$ cat config.mk
export PLATFORM = sky130hd
export DESIGN_NAME = apr2_router
export DESIGN_NICKNAME = d
export VERILOG_FILES = /design/src/verilog/apr2_pkg.sv /design/src/verilog/apr2_pulse_timer.sv /design/src/verilog/apr2_router.sv
export SDC_FILE = /design/constraint.sdc
export NUM_CORES = 1
export LEC_CHECK = 0
export ABC_CLOCK_PERIOD_IN_PS = 6180
export BUFFER_PORTS_ARGS = -buffer_cell sky130_fd_sc_hd__buf_2
export CORE_AREA = 5 5 92 94
export CTS_CLUSTER_DIAMETER = 120
export DETAILED_ROUTE_END_ITERATION = 10
export DIE_AREA = 0 0 97 99
export PLACE_DENSITY = 0.85
export SETUP_SLACK_MARGIN = 0.3
export SLEW_MARGIN = 5
export SYNTH_ARGS = -nofsm -noshare
export SYNTH_HDL_FRONTEND = slang
export SYNTH_SLANG_ARGS = --single-unit
$ cat constraint.sdc
create_clock -name sys_clk -period 6.18 [get_ports sys_clk]
set_clock_uncertainty 0.2 [all_clocks]
set_input_delay 1.236 -clock sys_clk [delete_from_list [all_inputs] [get_ports sys_clk]]
set_output_delay 1.236 -clock sys_clk [all_outputs]
set_load 0.05 [all_outputs]
$ cat src/verilog/apr2_pkg.sv
// Constants, register map and field layout of the second alert pin router
//
// Contract
// - A writable routing register at offset 0x28 assigns each alert condition with a set bit to the second alert pin.
// - The routing bits steer the pin only while the pin function is set to alert mode.
// - A condition reaches the pin only when it is also enabled in the global alert enable register.
// - Bits 23 to 20 route the overcurrent alerts of channels 1 to 4.
// - Bits 19 to 16 route the undercurrent alerts of channels 1 to 4.
// - Bits 15 to 12 route the overvoltage alerts of channels 1 to 4.
// - Bits 11 to 8 route the undervoltage alerts of channels 1 to 4.
// - Bits 7 to 4 route the overpower alerts of channels 1 to 4.
// - All routing bits clear at power-on and bit 0 ignores writes and reads as zero.
// - Bit 3 routes the alert raised when any channel accumulator passes its fullness limit.
// - Bit 2 routes the alert raised when the sample count passes its fullness limit.
// - With bit 1 set in alert mode the pin is asserted for 5 us after every conversion cycle.
package apr2_pkg;

   // Register bus geometry
   localparam int ADDR_W = 8;
   localparam int DATA_W = 32;
   localparam int ROUTE_W = 24;
   localparam int STAT_W = 3;
   localparam int CNT_W = 16;

   // Register offsets
   localparam logic [ADDR_W-1:0] OFS_ROUTE = 8'h28;
   localparam logic [ADDR_W-1:0] OFS_STATUS = 8'h2a;
   localparam logic [ADDR_W-1:0] OFS_MASK = 8'h2b;
   localparam logic [ADDR_W-1:0] OFS_ACTIVE = 8'h2c;
   localparam logic [ADDR_W-1:0] OFS_COUNT = 8'h2d;

   // Reset values and write masks
   localparam logic [ROUTE_W-1:0] ROUTE_RESET = 24'h000000;
   localparam logic [ROUTE_W-1:0] ROUTE_WMASK = 24'hfffffe;
   localparam logic [STAT_W-1:0] STAT_RESET = 3'h0;
   localparam logic [STAT_W-1:0] MASK_RESET = 3'h0;
   localparam logic [CNT_W-1:0] CNT_RESET = 16'h0000;

   // Field layout of the routing word, channel 1 at the top bit of each group
   localparam int CHANNELS = 4;
   localparam int OC_MSB = 23;
   localparam int UC_MSB = 19;
   localparam int OV_MSB = 15;
   localparam int UV_MSB = 11;
   localparam int OP_MSB = 7;
   localparam int ACC_FULL_BIT = 3;
   localparam int COUNT_FULL_BIT = 2;
   localparam int CONV_PULSE_BIT = 1;
   localparam int UNIMP_BIT = 0;

   // Interrupt status bits
   localparam int STAT_PIN_RISE = 0;
   localparam int STAT_CONV_PULSE = 1;
   localparam int STAT_BLOCKED = 2;

   // Conversion-done pulse length
   localparam int CLK_MHZ = 125;
   localparam int PULSE_NS = 5000;
   localparam int PULSE_CYCLES = (PULSE_NS * CLK_MHZ + 999) / 1000;

   // Pulse timer states
   typedef enum logic [0:0] {
      PT_IDLE,
      PT_HIGH
   } apr2_pulse_state_t;

endpackage

$ cat src/verilog/apr2_pulse_timer.sv
// Retriggerable fixed-length pulse timer for the conversion-done alert
`timescale 1ns/10ps
module apr2_pulse_timer #(
   parameter int CYCLES = apr2_pkg::PULSE_CYCLES
) (
   input  wire logic sys_clk,
   input  wire logic rst_n,
   input  wire logic trigger,
   output logic      pulseOut
);

   localparam int CW = $clog2(CYCLES + 1);
   localparam logic [CW-1:0] LOAD = CW'(CYCLES - 1);
   localparam logic [CW-1:0] ZERO = '0;

   apr2_pkg::apr2_pulse_state_t state_r;
   apr2_pkg::apr2_pulse_state_t state_nxt;
   logic [CW-1:0]               count_r;
   logic [CW-1:0]               count_nxt;

   // A new trigger restarts the full length, so back-to-back conversions merge
   always_comb
   begin
      state_nxt = state_r;
      count_nxt = count_r;
      case (state_r)
         apr2_pkg::PT_IDLE:
         begin
            if (trigger)
            begin
               state_nxt = apr2_pkg::PT_HIGH;
               count_nxt = LOAD;
            end
         end
         apr2_pkg::PT_HIGH:
         begin
            if (trigger)
               count_nxt = LOAD;
            else if (count_r == ZERO)
               state_nxt = apr2_pkg::PT_IDLE;
            else
               count_nxt = count_r - CW'(1);
         end
         default:
         begin
            state_nxt = apr2_pkg::PT_IDLE;
            count_nxt = ZERO;
         end
      endcase
   end

   // State and counter
   always_ff @(posedge sys_clk or negedge rst_n)
   begin
      if (!rst_n)
      begin
         state_r <= apr2_pkg::PT_IDLE;
         count_r <= ZERO;
      end
      else
      begin
         state_r <= state_nxt;
         count_r <= count_nxt;
      end
   end

   // High for exactly CYCLES clocks after a lone trigger
   assign pulseOut = (state_r == apr2_pkg::PT_HIGH);

endmodule // apr2_pulse_timer

$ cat src/verilog/apr2_router.sv
// Second alert pin source router with routing register and interrupt status
`timescale 1ns/10ps
module apr2_router #(
   parameter int PULSE_CYCLES = apr2_pkg::PULSE_CYCLES
) (
   input  wire logic                        sys_clk,
   input  wire logic                        rst_n,
   input  wire logic [apr2_pkg::ADDR_W-1:0] regAddr,
   input  wire logic [apr2_pkg::DATA_W-1:0] regWrData,
   input  wire logic                        regWrStb,
   input  wire logic                        regRdStb,
   output logic      [apr2_pkg::DATA_W-1:0] regRdData,
   input  wire logic                        pinAlertMode,
   input  wire logic [apr2_pkg::ROUTE_W-1:0] alertEnable,
   input  wire logic [apr2_pkg::CHANNELS-1:0] overCurrent,
   input  wire logic [apr2_pkg::CHANNELS-1:0] underCurrent,
   input  wire logic [apr2_pkg::CHANNELS-1:0] overVoltage,
   input  wire logic [apr2_pkg::CHANNELS-1:0] underVoltage,
   input  wire logic [apr2_pkg::CHANNELS-1:0] overPower,
   input  wire logic                        accumulatorFull,
   input  wire logic                        sampleCountFull,
   input  wire logic                        conversionDone,
   output logic                             secondAlertPin,
   output logic                             irq
);

   // Local widths
   localparam int RW = apr2_pkg::ROUTE_W;
   localparam int SW = apr2_pkg::STAT_W;
   localparam int CW = apr2_pkg::CNT_W;
   localparam int DW = apr2_pkg::DATA_W;

   // Register state
   logic [RW-1:0] alertPin2Routing_r;
   logic [RW-1:0] alertPin2Routing_nxt;
   logic [SW-1:0] status_r;
   logic [SW-1:0] status_nxt;
   logic [SW-1:0] mask_r;
   logic [SW-1:0] mask_nxt;
   logic [CW-1:0] riseCount_r;
   logic [CW-1:0] riseCount_nxt;
   logic [DW-1:0] rdData_r;
   logic [DW-1:0] rdData_nxt;
   logic          pin_r;
   logic          pin_nxt;
   logic          irq_r;
   logic          irq_nxt;

   // Source assembly and gating
   logic [RW-1:0] sourceVec;
   logic [RW-1:0] enabledVec;
   logic [RW-1:0] routedVec;
   logic          anyRouted;
   logic          pulseArm;
   logic          pulseTrig;
   logic          pulseHigh;
   logic          pinRise;
   logic          blockedEvent;
   logic [SW-1:0] statusSet;
   logic [SW-1:0] statusClr;

   // Bus decode
   logic          hitRoute;
   logic          hitStatus;
   logic          hitMask;
   logic          hitActive;
   logic          hitCount;
   logic          wrRoute;
   logic          wrStatus;
   logic          wrMask;
   logic [DW-1:0] rdMux;

   // Address decode against the fixed map
   assign hitRoute  = (regAddr == apr2_pkg::OFS_ROUTE);
   assign hitStatus = (regAddr == apr2_pkg::OFS_STATUS);
   assign hitMask   = (regAddr == apr2_pkg::OFS_MASK);
   assign hitActive = (regAddr == apr2_pkg::OFS_ACTIVE);
   assign hitCount  = (regAddr == apr2_pkg::OFS_COUNT);

   // Write qualifiers
   assign wrRoute  = regWrStb & hitRoute;
   assign wrStatus = regWrStb & hitStatus;
   assign wrMask   = regWrStb & hitMask;

   // Per-channel placement of the comparator outputs, channel 1 highest
   genvar ch;
   generate
      for (ch = 0; ch < apr2_pkg::CHANNELS; ch++)
      begin : g_chan
         assign sourceVec[apr2_pkg::OC_MSB - ch] = overCurrent[ch];
         assign sourceVec[apr2_pkg::UC_MSB - ch] = underCurrent[ch];
         assign sourceVec[apr2_pkg::OV_MSB - ch] = overVoltage[ch];
         assign sourceVec[apr2_pkg::UV_MSB - ch] = underVoltage[ch];
         assign sourceVec[apr2_pkg::OP_MSB - ch] = overPower[ch];
      end
   endgenerate

   // Shared conditions, the stretched conversion pulse and the dead bit
   assign sourceVec[apr2_pkg::ACC_FULL_BIT]   = accumulatorFull;
   assign sourceVec[apr2_pkg::COUNT_FULL_BIT] = sampleCountFull;
   assign sourceVec[apr2_pkg::CONV_PULSE_BIT] = pulseHigh;
   assign sourceVec[apr2_pkg::UNIMP_BIT]      = 1'b0;

   // Conversion pulse is only started when it can actually reach the pin
   assign pulseArm = pinAlertMode
                   & alertEnable[apr2_pkg::CONV_PULSE_BIT]
                   & alertPin2Routing_r[apr2_pkg::CONV_PULSE_BIT];
   assign pulseTrig = conversionDone & pulseArm;

   // Fixed 5 us high time per completed conversion
   apr2_pulse_timer #(
      .CYCLES   (PULSE_CYCLES)
   ) u_pulse (
      .sys_clk  (sys_clk),
      .rst_n    (rst_n),
      .trigger  (pulseTrig),
      .pulseOut (pulseHigh)
   );

   // Global enable first, then this pin's routing
   assign enabledVec = sourceVec & alertEnable;
   assign routedVec  = enabledVec & alertPin2Routing_r;
   assign anyRouted  = |routedVec;

   // Routing has no effect on the pin while the pin serves another function
   assign pin_nxt = pinAlertMode & anyRouted;

   // Pin events for the interrupt status
   assign pinRise      = pin_nxt & ~pin_r;
   assign blockedEvent = anyRouted & ~pinAlertMode;

   // Sticky status sources
   always_comb
   begin
      statusSet = '0;
      statusSet[apr2_pkg::STAT_PIN_RISE]   = pinRise;
      statusSet[apr2_pkg::STAT_CONV_PULSE] = pulseTrig;
      statusSet[apr2_pkg::STAT_BLOCKED]    = blockedEvent;
   end

   // Write one to clear; a set in the same cycle wins so no event is lost
   assign statusClr  = wrStatus ? regWrData[SW-1:0] : '0;
   assign status_nxt = (status_r & ~statusClr) | statusSet;

   // Mask register, same layout as status
   assign mask_nxt = wrMask ? regWrData[SW-1:0] : mask_r;

   // Interrupt level, registered so the output comes straight off a flop
   assign irq_nxt = |(status_nxt & mask_nxt);

   // Unimplemented bit kept at zero regardless of write data
   assign alertPin2Routing_nxt = wrRoute
                               ? (regWrData[RW-1:0] & apr2_pkg::ROUTE_WMASK)
                               : alertPin2Routing_r;

   // Pin assertion counter, saturating so a stuck alert cannot wrap to zero
   assign riseCount_nxt = (pinRise && (riseCount_r != '1))
                        ? riseCount_r + CW'(1)
                        : riseCount_r;

   // Read selection; unmapped addresses read as zero
   always_comb
   begin
      rdMux = '0;
      if (hitRoute)
         rdMux[RW-1:0] = alertPin2Routing_r;
      else if (hitStatus)
         rdMux[SW-1:0] = status_r;
      else if (hitMask)
         rdMux[SW-1:0] = mask_r;
      else if (hitActive)
         rdMux[RW-1:0] = routedVec;
      else if (hitCount)
         rdMux[CW-1:0] = riseCount_r;
   end

   // Read data valid only in the cycle after the strobe
   assign rdData_nxt = regRdStb ? rdMux : '0;

   // Routing register, clears at power-on
   always_ff @(posedge sys_clk or negedge rst_n)
   begin
      if (!rst_n)
         alertPin2Routing_r <= apr2_pkg::ROUTE_RESET;
      else
         alertPin2Routing_r <= alertPin2Routing_nxt;
   end

   // Interrupt status and mask
   always_ff @(posedge sys_clk or negedge rst_n)
   begin
      if (!rst_n)
      begin
         status_r <= apr2_pkg::STAT_RESET;
         mask_r   <= apr2_pkg::MASK_RESET;
         irq_r    <= 1'b0;
      end
      else
      begin
         status_r <= status_nxt;
         mask_r   <= mask_nxt;
         irq_r    <= irq_nxt;
      end
   end

   // Pin drive and assertion count
   always_ff @(posedge sys_clk or negedge rst_n)
   begin
      if (!rst_n)
      begin
         pin_r       <= 1'b0;
         riseCount_r <= apr2_pkg::CNT_RESET;
      end
      else
      begin
         pin_r       <= pin_nxt;
         riseCount_r <= riseCount_nxt;
      end
   end

   // Read data register
   always_ff @(posedge sys_clk or negedge rst_n)
   begin
      if (!rst_n)
         rdData_r <= '0;
      else
         rdData_r <= rdData_nxt;
   end

   // Outputs straight from flops; one cycle behind the sources
   assign secondAlertPin = pin_r;
   assign irq            = irq_r;
   assign regRdData      = rdData_r;

endmodule // apr2_router

==> results.py, run 1 <==
metrics = {
    "synthesis": {
        "synthCells": 386,
        "synth-edff-count": 0,
        "synth_cell_type_count": 52,
        "synthArstFlopShare": 1.000,
        "syn_area_mm2": 0.004033,
        "ys_ff_latch": 82,
        "synth-main-ff-cell": "dfrtp_1",
        "yosysSeqAreaShare": 0.5088,
        "ys_warn_count": 0,
        "syn_area_per_cell_um2": 10.45,
    },
    "setup_path": {
        "startpoint_type": "primary input",
        "cp_cell_sequence": "buf_2 > nor4b_2 > nand2b_1 > nor4b_4 > buf_4 > nand2_1 > mux2_1",
        "critical_path.max_stage_delay_ns": 0.73,
        "end_kind": "flip-flop",
        "critPathArrivalTime_ns": 4.00,
        "critPathKind": "in -> reg",
        "worstPathMaxFanout": 25,
        "r2r_start": "alertPin2Routing_r[1]$_DFFE_PN0P_",
        "crit_path_top_delay_cell": "nand2_1",
        "critical_path_required_ns": 6.21,
        "crit_start": "regAddr[4]",
    },
    "pwr": {
        "power_frac_clock": 0.328,
        "total_leakage_power_nw": 2.403,
        "switching_share": 0.2995,
        "p_sw_uw": 374.3,
        "p_int_uw": 875.5,
        "finalPower_mw": 1.250,
        "seq_power_share": 0.513,
        "powerDensity_mw_per_mm2": 258.5,
        "power_frac_comb": 0.160,
        "peakVddDrop_uv": 140.6,
    },
    "timing": {
        "finalSetupViolations": 0,
        "drv_slew": 0,
        "hold_violations": 0,
        "period_needed_ns": 3.968,
        "period_share": 0.6420,
        "fmax_mhz": 252.0,
        "fin_tns_setup_ns": 0,
        "worst_slew_pin_slew_ns": 1.158,
        "worst_slew_margin_rel": 0.2263,
        "timing.final.ws_setup_ns": 2.212,
        "rsz0062_at_grt": "no",
    },
    "clocking": {
        "cts_resized": 0,
        "cts-htree-levels": 3,
        "clk_latency_ns": 0.36,
        "cts_buffers": 9,
        "clkTransAtPathRegs_ns": 0.08,
        "clockBufferDepth": 2,
        "clock_sink_count": 82,
        "cts_tree": "yes",
        "post_cts_buffers": 0,
        "clock-root-buffer": "clkbuf_8",
        "ctsHoldBuffers": 0,
    },
    "place": {
        "dp_cells": 582,
        "dp_hpwl_um": 7367,
        "port_buffers": 108,
        "gp_congestion": 0.8939,
        "pre_cts_ws_ns": 1.802,
    },
    "min_path": {
        "min_from": "riseCount_r[4]$_DFFE_PN0P_",
        "hold_class": "reg -> reg",
    },
    "final_layout": {
        "area_delta_synth_final_pct": 19.89,
        "mostFrequentLayoutCells": "buf_2 (107), dfrtp_1 (82), nand2_1 (37)",
        "fill_cells": 605,
        "final_net_count": 585,
        "final_common_cell": "buf_2",
        "diodes": 0,
        "layout-drive-gt1-share": 0.2843,
        "final_cells": 598,
        "final_core_util": 0.6389,
    },
    "grt": {
        "grtUsageTotal": 0.2168,
        "grt_pass1_wl_um": 16920,
        "antenna_found_initial": 0,
        "grt_max_degree": 83,
        "grt.overflow.total": 0,
        "grt_pass1_vias": 3550,
    },
    "route": {
        "wirelength_um": 10280,
        "wl_per_cell_um": 17.19,
        "viasPerCell": 5.711,
        "antenna_left": 0,
        "remaining_drc_errors": 0,
        "detail_route.iter0.violations": 219,
        "dr.pass1.iters": 6,
        "vias": 3415,
    },
    "floorplanning": {
        "start_util": 0.5329,
        "dieArea_mm2": 0.009603,
        "std_cell_rows": 32,
        "die_w_um": 97,
        "die_y_um": 99,
        "pin_count": 126,
        "coreArea_mm2": 0.007567,
    },
    "run_status": {
        "outcome": "finished, final reports clean",
    },
    "flow_run": {
        "maxCapViolCount": 0,
    },
}
-- synth_stat cells (2+ instances only) --
cell	instances	area share
dfrtp_1	82	0.51
nand2_1	37	0.034
nand3_1	31	0.038
and3_1	26	0.040
nor2_1	24	0.022
mux2_1	23	0.064
o21ai_0	20	0.025
nand4_1	17	0.026
xnor2_1	13	0.028
a21boi_1	12	0.022
clkbuf_1	11	0.010
a31oi_1	10	0.016
buf_4	8	0.015
mux2_2	7	0.020
xor2_1	5	0.011
and4_1	4	0.0087
inv_1	4	0.0037
nor3_1	4	0.0050
a21boi_0	3	0.0056
a21oi_1	3	0.0037
a22o_1	3	0.0065
nand2b_1	3	0.0047
a311oi_1	2	0.0043
buf_2	2	0.0025
ha_1	2	0.0062
nand4b_1	2	0.0043
or3_1	2	0.0031
or4_1	2	0.0037
-- state kept, by name, summed over array words and instances, names as in the netlist --
name,flops
alertPin2Routing_r,23
irq,1
mask_r,3
regRdData,24
riseCount_r,16
secondAlertPin,1
status_r,3
u_pulse.count_r,10
u_pulse.pulseOut,1
-- worst max-delay path: cells and delay by family --
family,cells,cell delay [ns]
AND/OR/NAND/NOR,4,1.72
buffers and inverters,2,0.43
multiplexers,1,0.60
-- power by group through the flow --
stage | registers, mW | logic, mW | clock network, mW
CTS | 0.639 | 0.201 | 0.415
global placement | 0.644 | 0.190 | 0
finish | 0.641 | 0.200 | 0.410
detailed placement | 0.648 | 0.198 | 0
global route | 0.647 | 0.226 | 0.442
floorplan | 0.641 | 0.129 | 0
-- path summary, 6_finish.rpt --
check / cells past startpoint / endpoint / slack, ns
max: 7 / alertPin2Routing_r[5]$_DFFE_PN0P_ / 2.21
min: 1 / riseCount_r[4]$_DFFE_PN0P_ / 0.31
max reg2reg: 6 / riseCount_r[1]$_DFFE_PN0P_ / 3.67
min reg2reg: 1 / riseCount_r[4]$_DFFE_PN0P_ / 0.31
max in group asynchronous: 1 / irq$_DFF_PN0_ / 4.30
min in group asynchronous: 1 / mask_r[0]$_DFF_PN0_ / 0.85
-- layer usage --
metal  track usage  wire length, um  up-vias
met4       0.07451              177        0
met2        0.3636             5123      168
li1              -                -     1594
met3       0.04388              835       25
met1        0.2818             4145     1628
met5             0                0        -
-- cell type report --
type | instances | area (um2) | share of cell area
Clock inverter | 6 | 73.82 | 0.01527
Tap cell | 102 | 127.6 | 0.02640
Clock buffer | 10 | 137.6 | 0.02847
Timing Repair Buffer | 110 | 558.0 | 0.1154
Inverter | 4 | 15.01 | 0.003106
Multi-Input combinational cell | 284 | 1871 | 0.3869
Sequential cell | 82 | 2052 | 0.4244
-- per-stage QoR --
step           cell area, um2  hold WS, ns
2_1_floorplan            4059       0.2589
3_3_place_gp             4623       0.2818
3_5_place_dp             4623       0.2932
4_1_cts                  4835       0.3095
5_1_grt                  4835       0.3302
6_report                 4835       0.3115
-- cells by family (layout without fill, tap and decap cells) --
family / Yosys count / count (layout) / synth area share
compound gates: 61 / 61 / 0.09960
xor+xnor: 18 / 18 / 0.03909
fa+ha+maj: 2 / 2 / 0.006204
buf+inv: 27 / 130 / 0.03506
flops: 82 / 82 / 0.5088
mux: 31 / 31 / 0.08750
other cells: 1 / 8 / 0.0009299
simple gates: 164 / 164 / 0.2228
No activity file was read; power rests on OpenSTA's default activity.
==> run 2: changes to the inputs <==
ABC_CLOCK_PERIOD_IN_PS = 3400   (was 6180)
CORE_AREA = 5 5 100 102   (was 5 5 92 94)
DIE_AREA = 0 0 105 107   (was 0 0 97 99)
PLACE_DENSITY = 0.76   (was 0.85)
clock period = 3.4 ns   (was 6.18 ns; I/O delays follow)
==> results.py, run 2 (same netlist as run 1, synthesis figures left out) <==
metrics = {
    "run_status": {
        "outcome": "finished, final reports clean",
    },
    "clocking": {
        "ctsHoldBuffers": 0,
        "cts_buffers": 9,
        "clock-root-buffer": "clkbuf_8",
        "clockBufferDepth": 2,
        "post_cts_buffers": 0,
        "clock_sink_count": 82,
        "cts_tree": "yes",
        "cts-htree-levels": 3,
        "clkTransAtPathRegs_ns": 0.09,
        "clk_latency_ns": 0.35,
        "cts_resized": 0,
    },
    "grt": {
        "grt_pass1_vias": 3423,
        "grt_pass1_wl_um": 16450,
        "grt_max_degree": 83,
        "grt.overflow.total": 0,
        "antenna_found_initial": 0,
        "grtUsageTotal": 0.1805,
    },
    "final_layout": {
        "regArea_mm2": 0.002052,
        "final_common_cell": "buf_2",
        "largest_reg_flops": 24,
        "mostFrequentLayoutCells": "buf_2 (107), dfrtp_1 (82), nand2_1 (37)",
        "layout-drive-gt1-share": 0.2914,
        "diodes": 0,
        "area_delta_synth_final_pct": 21.01,
        "multiInputGateArea_mm2": 0.001871,
        "fill_cells": 797,
        "final_net_count": 590,
    },
    "timing": {
        "hold_violations": 0,
        "finalSetupViolations": 0,
        "fin_tns_setup_ns": 0,
        "rsz0062_at_grt": "no",
        "period_share": 0.7413,
        "worst_slew_margin_rel": 0.2982,
        "drv_slew": 0,
        "worst_slew_pin_slew_ns": 1.053,
        "period_needed_ns": 2.521,
        "fmax_mhz": 396.7,
    },
    "floorplanning": {
        "std_cell_rows": 35,
        "pin_count": 126,
        "die_w_um": 105,
        "die_y_um": 107,
        "start_util": 0.4470,
        "dieArea_mm2": 0.01124,
        "coreArea_mm2": 0.009021,
    },
    "route": {
        "vias": 3360,
        "remaining_drc_errors": 0,
        "detail_route.iter0.violations": 168,
        "wirelength_um": 10210,
        "wl_per_cell_um": 16.68,
        "dr.pass1.iters": 4,
        "viasPerCell": 5.490,
        "antenna_left": 0,
    },
    "place": {
        "dp_hpwl_um": 7476,
        "port_buffers": 108,
        "gp_congestion": 0.8156,
    },
    "setup_path": {
        "worstPathMaxFanout": 5,
        "end_kind": "flip-flop",
        "critPathKind": "in -> reg",
        "rr_worst_depth": 5,
        "critPathArrivalTime_ns": 2.56,
        "startpoint_type": "primary input",
        "critical_path_required_ns": 3.44,
    },
    "flow_run": {
        "maxCapViolCount": 0,
    },
    "min_path": {
        "hold_path_depth": 1,
        "hold_class": "reg -> reg",
    },
    "pwr": {
        "total_leakage_power_nw": 2.435,
        "powerDensity_mw_per_mm2": 467.0,
        "peakVddDrop_uv": 281.7,
        "finalPower_mw": 2.279,
    },
}
==> run 2: path summary, 6_finish.rpt <==
| check | from | endpoint | slack [ns] |
|---|---|---|---|
| max | regAddr[4] | irq$_DFF_PN0_ | 0.88 |
| min | riseCount_r[4]$_DFFE_PN0P_ | riseCount_r[4]$_DFFE_PN0P_ | 0.29 |
| max reg2reg | riseCount_r[7]$_DFFE_PN0P_ | riseCount_r[1]$_DFFE_PN0P_ | 1.02 |
| min reg2reg | riseCount_r[4]$_DFFE_PN0P_ | riseCount_r[4]$_DFFE_PN0P_ | 0.29 |
| max in group asynchronous | rst_n | regRdData[2]$_DFF_PN0_ | 2.01 |
| min in group asynchronous | rst_n | alertPin2Routing_r[20]$_DFFE_PN0P_ | 0.30 |
==> run 2: final cells by class <==
type	instances	share of cell area
sequential	82	0.4205
multi-input combinational	284	0.3833
timing repair buffer	115	0.1221
tap	111	0.02846
clock buffer	10	0.02821
clock inverter	6	0.01436
inverter	4	0.003077
==> run 2: metal layers <==
layer / part of all wire / GRT usage / vias up
li1: - / - / 1609
met1: 0.43 / 0.2342 / 1639
met2: 0.49 / 0.2923 / 100
met3: 0.065 / 0.05178 / 12
met4: 0.014 / 0.05662 / 0
met5: 0 / 0 / -
==> run 2: metrics by stage <==
step	setup slack, ns	instance area, um2	std cells	hold slack [ns]	util
after floorplan	0.7208	4059	393	0.1844	-
after global placement	0.5333	4672	596	0.2841	0.5179
after detailed placement	0.4962	4672	596	0.2813	0.5179
after CTS	0.8761	4880	612	0.2971	0.5409
after global routing	0.8476	4880	612	0.3146	0.5409
final	0.8794	4880	612	0.2938	0.5409
==> run 2: where the power goes <==
| group | leakage (nW) | internal (mW) | switching [mW] | total, mW |
|---|---|---|---|---|
| clock network | 0.108 | 0.369 | 0.383 | 0.752 |
| registers | 1.09 | 1.07 | 0.0911 | 1.16 |
| logic | 1.24 | 0.161 | 0.206 | 0.368 |
| total | 2.43 | 1.60 | 0.680 | 2.28 |
==> run 2: critical path, cell delays in order <==
cell and delay (ns):
buf_2 0.11, or4b_4 0.56, nor2_4 0.16, nand2_4 0.09, mux2_4 0.31, a22o_1 0.23
a2111o_1 0.41
==> run 3: changes to the inputs <==
ABC_CLOCK_PERIOD_IN_PS = 2400   (was 3400)
CORE_AREA = 5 5 95 97   (was 5 5 100 102)
DIE_AREA = 0 0 100 102   (was 0 0 105 107)
PLACE_DENSITY = 0.8   (was 0.76)
clock period = 2.4 ns   (was 3.4 ns; I/O delays follow)
==> results.py, run 3 (same netlist as run 1, synthesis figures left out) <==
metrics = {
    "run_status": {
        "outcome": "finished, final reports clean",
    },
    "final_layout": {
        "mostFrequentLayoutCells": "buf_2 (106), dfrtp_1 (81), nand2_1 (35)",
        "final_cell_area_mm2": 0.005419,
        "final_net_count": 620,
        "area_delta_synth_final_pct": 34.38,
        "final_cells": 636,
        "layout-drive-gt1-share": 0.4049,
        "final_common_cell": "buf_2",
        "largest_reg_flops": 24,
        "diodes": 0,
    },
    "clocking": {
        "clk_latency_ns": 0.36,
        "clock_sink_count": 82,
        "clockBufferDepth": 2,
        "clock-root-buffer": "clkbuf_8",
        "cts_tree": "yes",
        "cts-htree-levels": 3,
        "cts_buffers": 9,
        "clkTransAtPathRegs_ns": 0.10,
    },
    "grt": {
        "antenna_found_initial": 0,
        "grt.overflow.total": 0,
        "grt_pass1_vias": 3668,
        "grt_pass1_wl_um": 17840,
        "grtUsageTotal": 0.2216,
        "grt_max_degree": 38,
    },
    "setup_path": {
        "r2r_slack_ns": 0.22,
        "startpoint_type": "flip-flop",
        "critPathKind": "reg -> reg",
        "critPathArrivalTime_ns": 2.21,
        "worstPathMaxFanout": 3,
        "end_kind": "flip-flop",
        "critical_path_required_ns": 2.43,
    },
    "route": {
        "detail_route.iter0.violations": 359,
        "wl_met3_um": 721,
        "highest_layer": "met4",
        "vias": 3585,
        "wirelength_um": 11260,
        "route.met2.wl_um": 5812,
        "remaining_drc_errors": 0,
        "antenna_left": 0,
        "dr.pass1.iters": 5,
        "wl_per_cell_um": 17.70,
        "viasPerCell": 5.637,
        "wl_met1_um": 4561,
    },
    "timing": {
        "fin_hold_ws_ns": 0.1427,
        "period_share": 0.9070,
        "drv_slew": 0,
        "hold_violations": 0,
        "fmax_mhz": 459.4,
        "rsz0062_at_grt": "yes",
        "finalSetupViolations": 0,
        "timing.final.ws_setup_ns": 0.2231,
        "period_needed_ns": 2.177,
    },
    "pwr": {
        "power_frac_comb": 0.216,
        "peakVddDrop_uv": 614.8,
        "seq_power_share": 0.464,
        "p_sw_mw": 1.044,
        "total_leakage_power_nw": 2.728,
        "p_int_mw": 2.529,
        "switching_share": 0.2921,
        "power_frac_clock": 0.320,
        "powerDensity_mw_per_mm2": 659.3,
    },
    "flow_run": {
        "maxCapViolCount": 0,
    },
    "floorplanning": {
        "pin_count": 126,
        "dieArea_mm2": 0.01020,
        "coreArea_mm2": 0.008051,
        "std_cell_rows": 33,
        "die_w_um": 100,
        "start_util": 0.5009,
        "die_y_um": 102,
    },
    "place": {
        "dp_cells": 602,
        "gp_congestion": 0.8735,
        "pre_cts_ws_ns": -0.1889,
        "dp_hpwl_um": 7817,
        "place_area_mm2": 0.004926,
        "port_buffers": 108,
    },
    "min_path": {
        "hold_class": "in -> reg",
    },
}
## run 3: cell types whose count changed in the layout (fill, tap and decap cells not counted), sizes merged
cell	change
buf	+29
bufinv	+1
dlygate4sd3	+1
inv	-2
clkinvlp	+1
clkinv	+1
clkbuf	-1
## run 3: layout make-up
class | count | area, um2
multi-input cells | 284 | 2054
fillers | 604 | 2633
clock inverters | 7 | 110.1
clock buffers | 9 | 123.9
inverters | 4 | 15.01
repair buffers | 145 | 930.9
well taps | 105 | 131.4
flip-flops and latches | 82 | 2053
## run 3: final timing paths
path / startpoint / end / depth (start not counted)
worst min-delay path: regWrData[8] / alertPin2Routing_r[8]$_DFFE_PN0P_ / 2
worst min register to register: riseCount_r[14]$_DFFE_PN0P_ / riseCount_r[14]$_DFFE_PN0P_ / 1
worst max-delay path: u_pulse.count_r[1]$_DFFE_PN0P_ / u_pulse.count_r[8]$_DFFE_PN0P_ / 7
max in group asynchronous: rst_n / alertPin2Routing_r[1]$_DFFE_PN0P_ / 3
worst max register to register: u_pulse.count_r[1]$_DFFE_PN0P_ / u_pulse.count_r[8]$_DFFE_PN0P_ / 7
min in group asynchronous: rst_n / regRdData[4]$_DFF_PN0_ / 2
## run 3: critical path: stages (launching register included)
cell      delay (ns)
dfrtp_1         0.40
inv_1           0.06
ha_2            0.16
or4b_4          0.47
nand2b_4        0.17
or4_4           0.41
xor2_1          0.14
nor2_1          0.05
## run 3: metal layers
layer  GRT usage  up-vias
met1      0.2875     1782
li1            -     1672
met5           0        -
met4     0.06632        0
met3     0.04164       14
met2      0.3807      117
## run 3: power groups by stage
stage	registers, mW	logic (mW)	clock network (mW)
floorplan	1.65	0.356	0
global placement	1.66	0.578	0
detailed placement	1.67	0.606	0
CTS	1.65	0.700	1.16
global route	1.67	0.844	1.22
finish	1.66	0.773	1.14
## run 3: stage by stage
stage | utilization | TNS [ns] | power (mW)
final | 0.6730 | 0 | 3.573
after global placement | 0.6118 | -0.2160 | 2.242
after CTS | 0.6622 | 0 | 3.510
after detailed placement | 0.6118 | -0.3653 | 2.278
after global routing | 0.6730 | 0 | 3.739
after floorplan | - | 0 | 2.011
## run 3: repair_timing
action / CTS / global route
hold buffers: 1 / 0
endpoints found under the hold margin: 35 / 0
endpoints found under the setup margin: 21 / 34
setup buffers: 11 / 4
pin swaps: 9 / 16
cloned: 1 / 1
gates resized for setup: 12 / 13
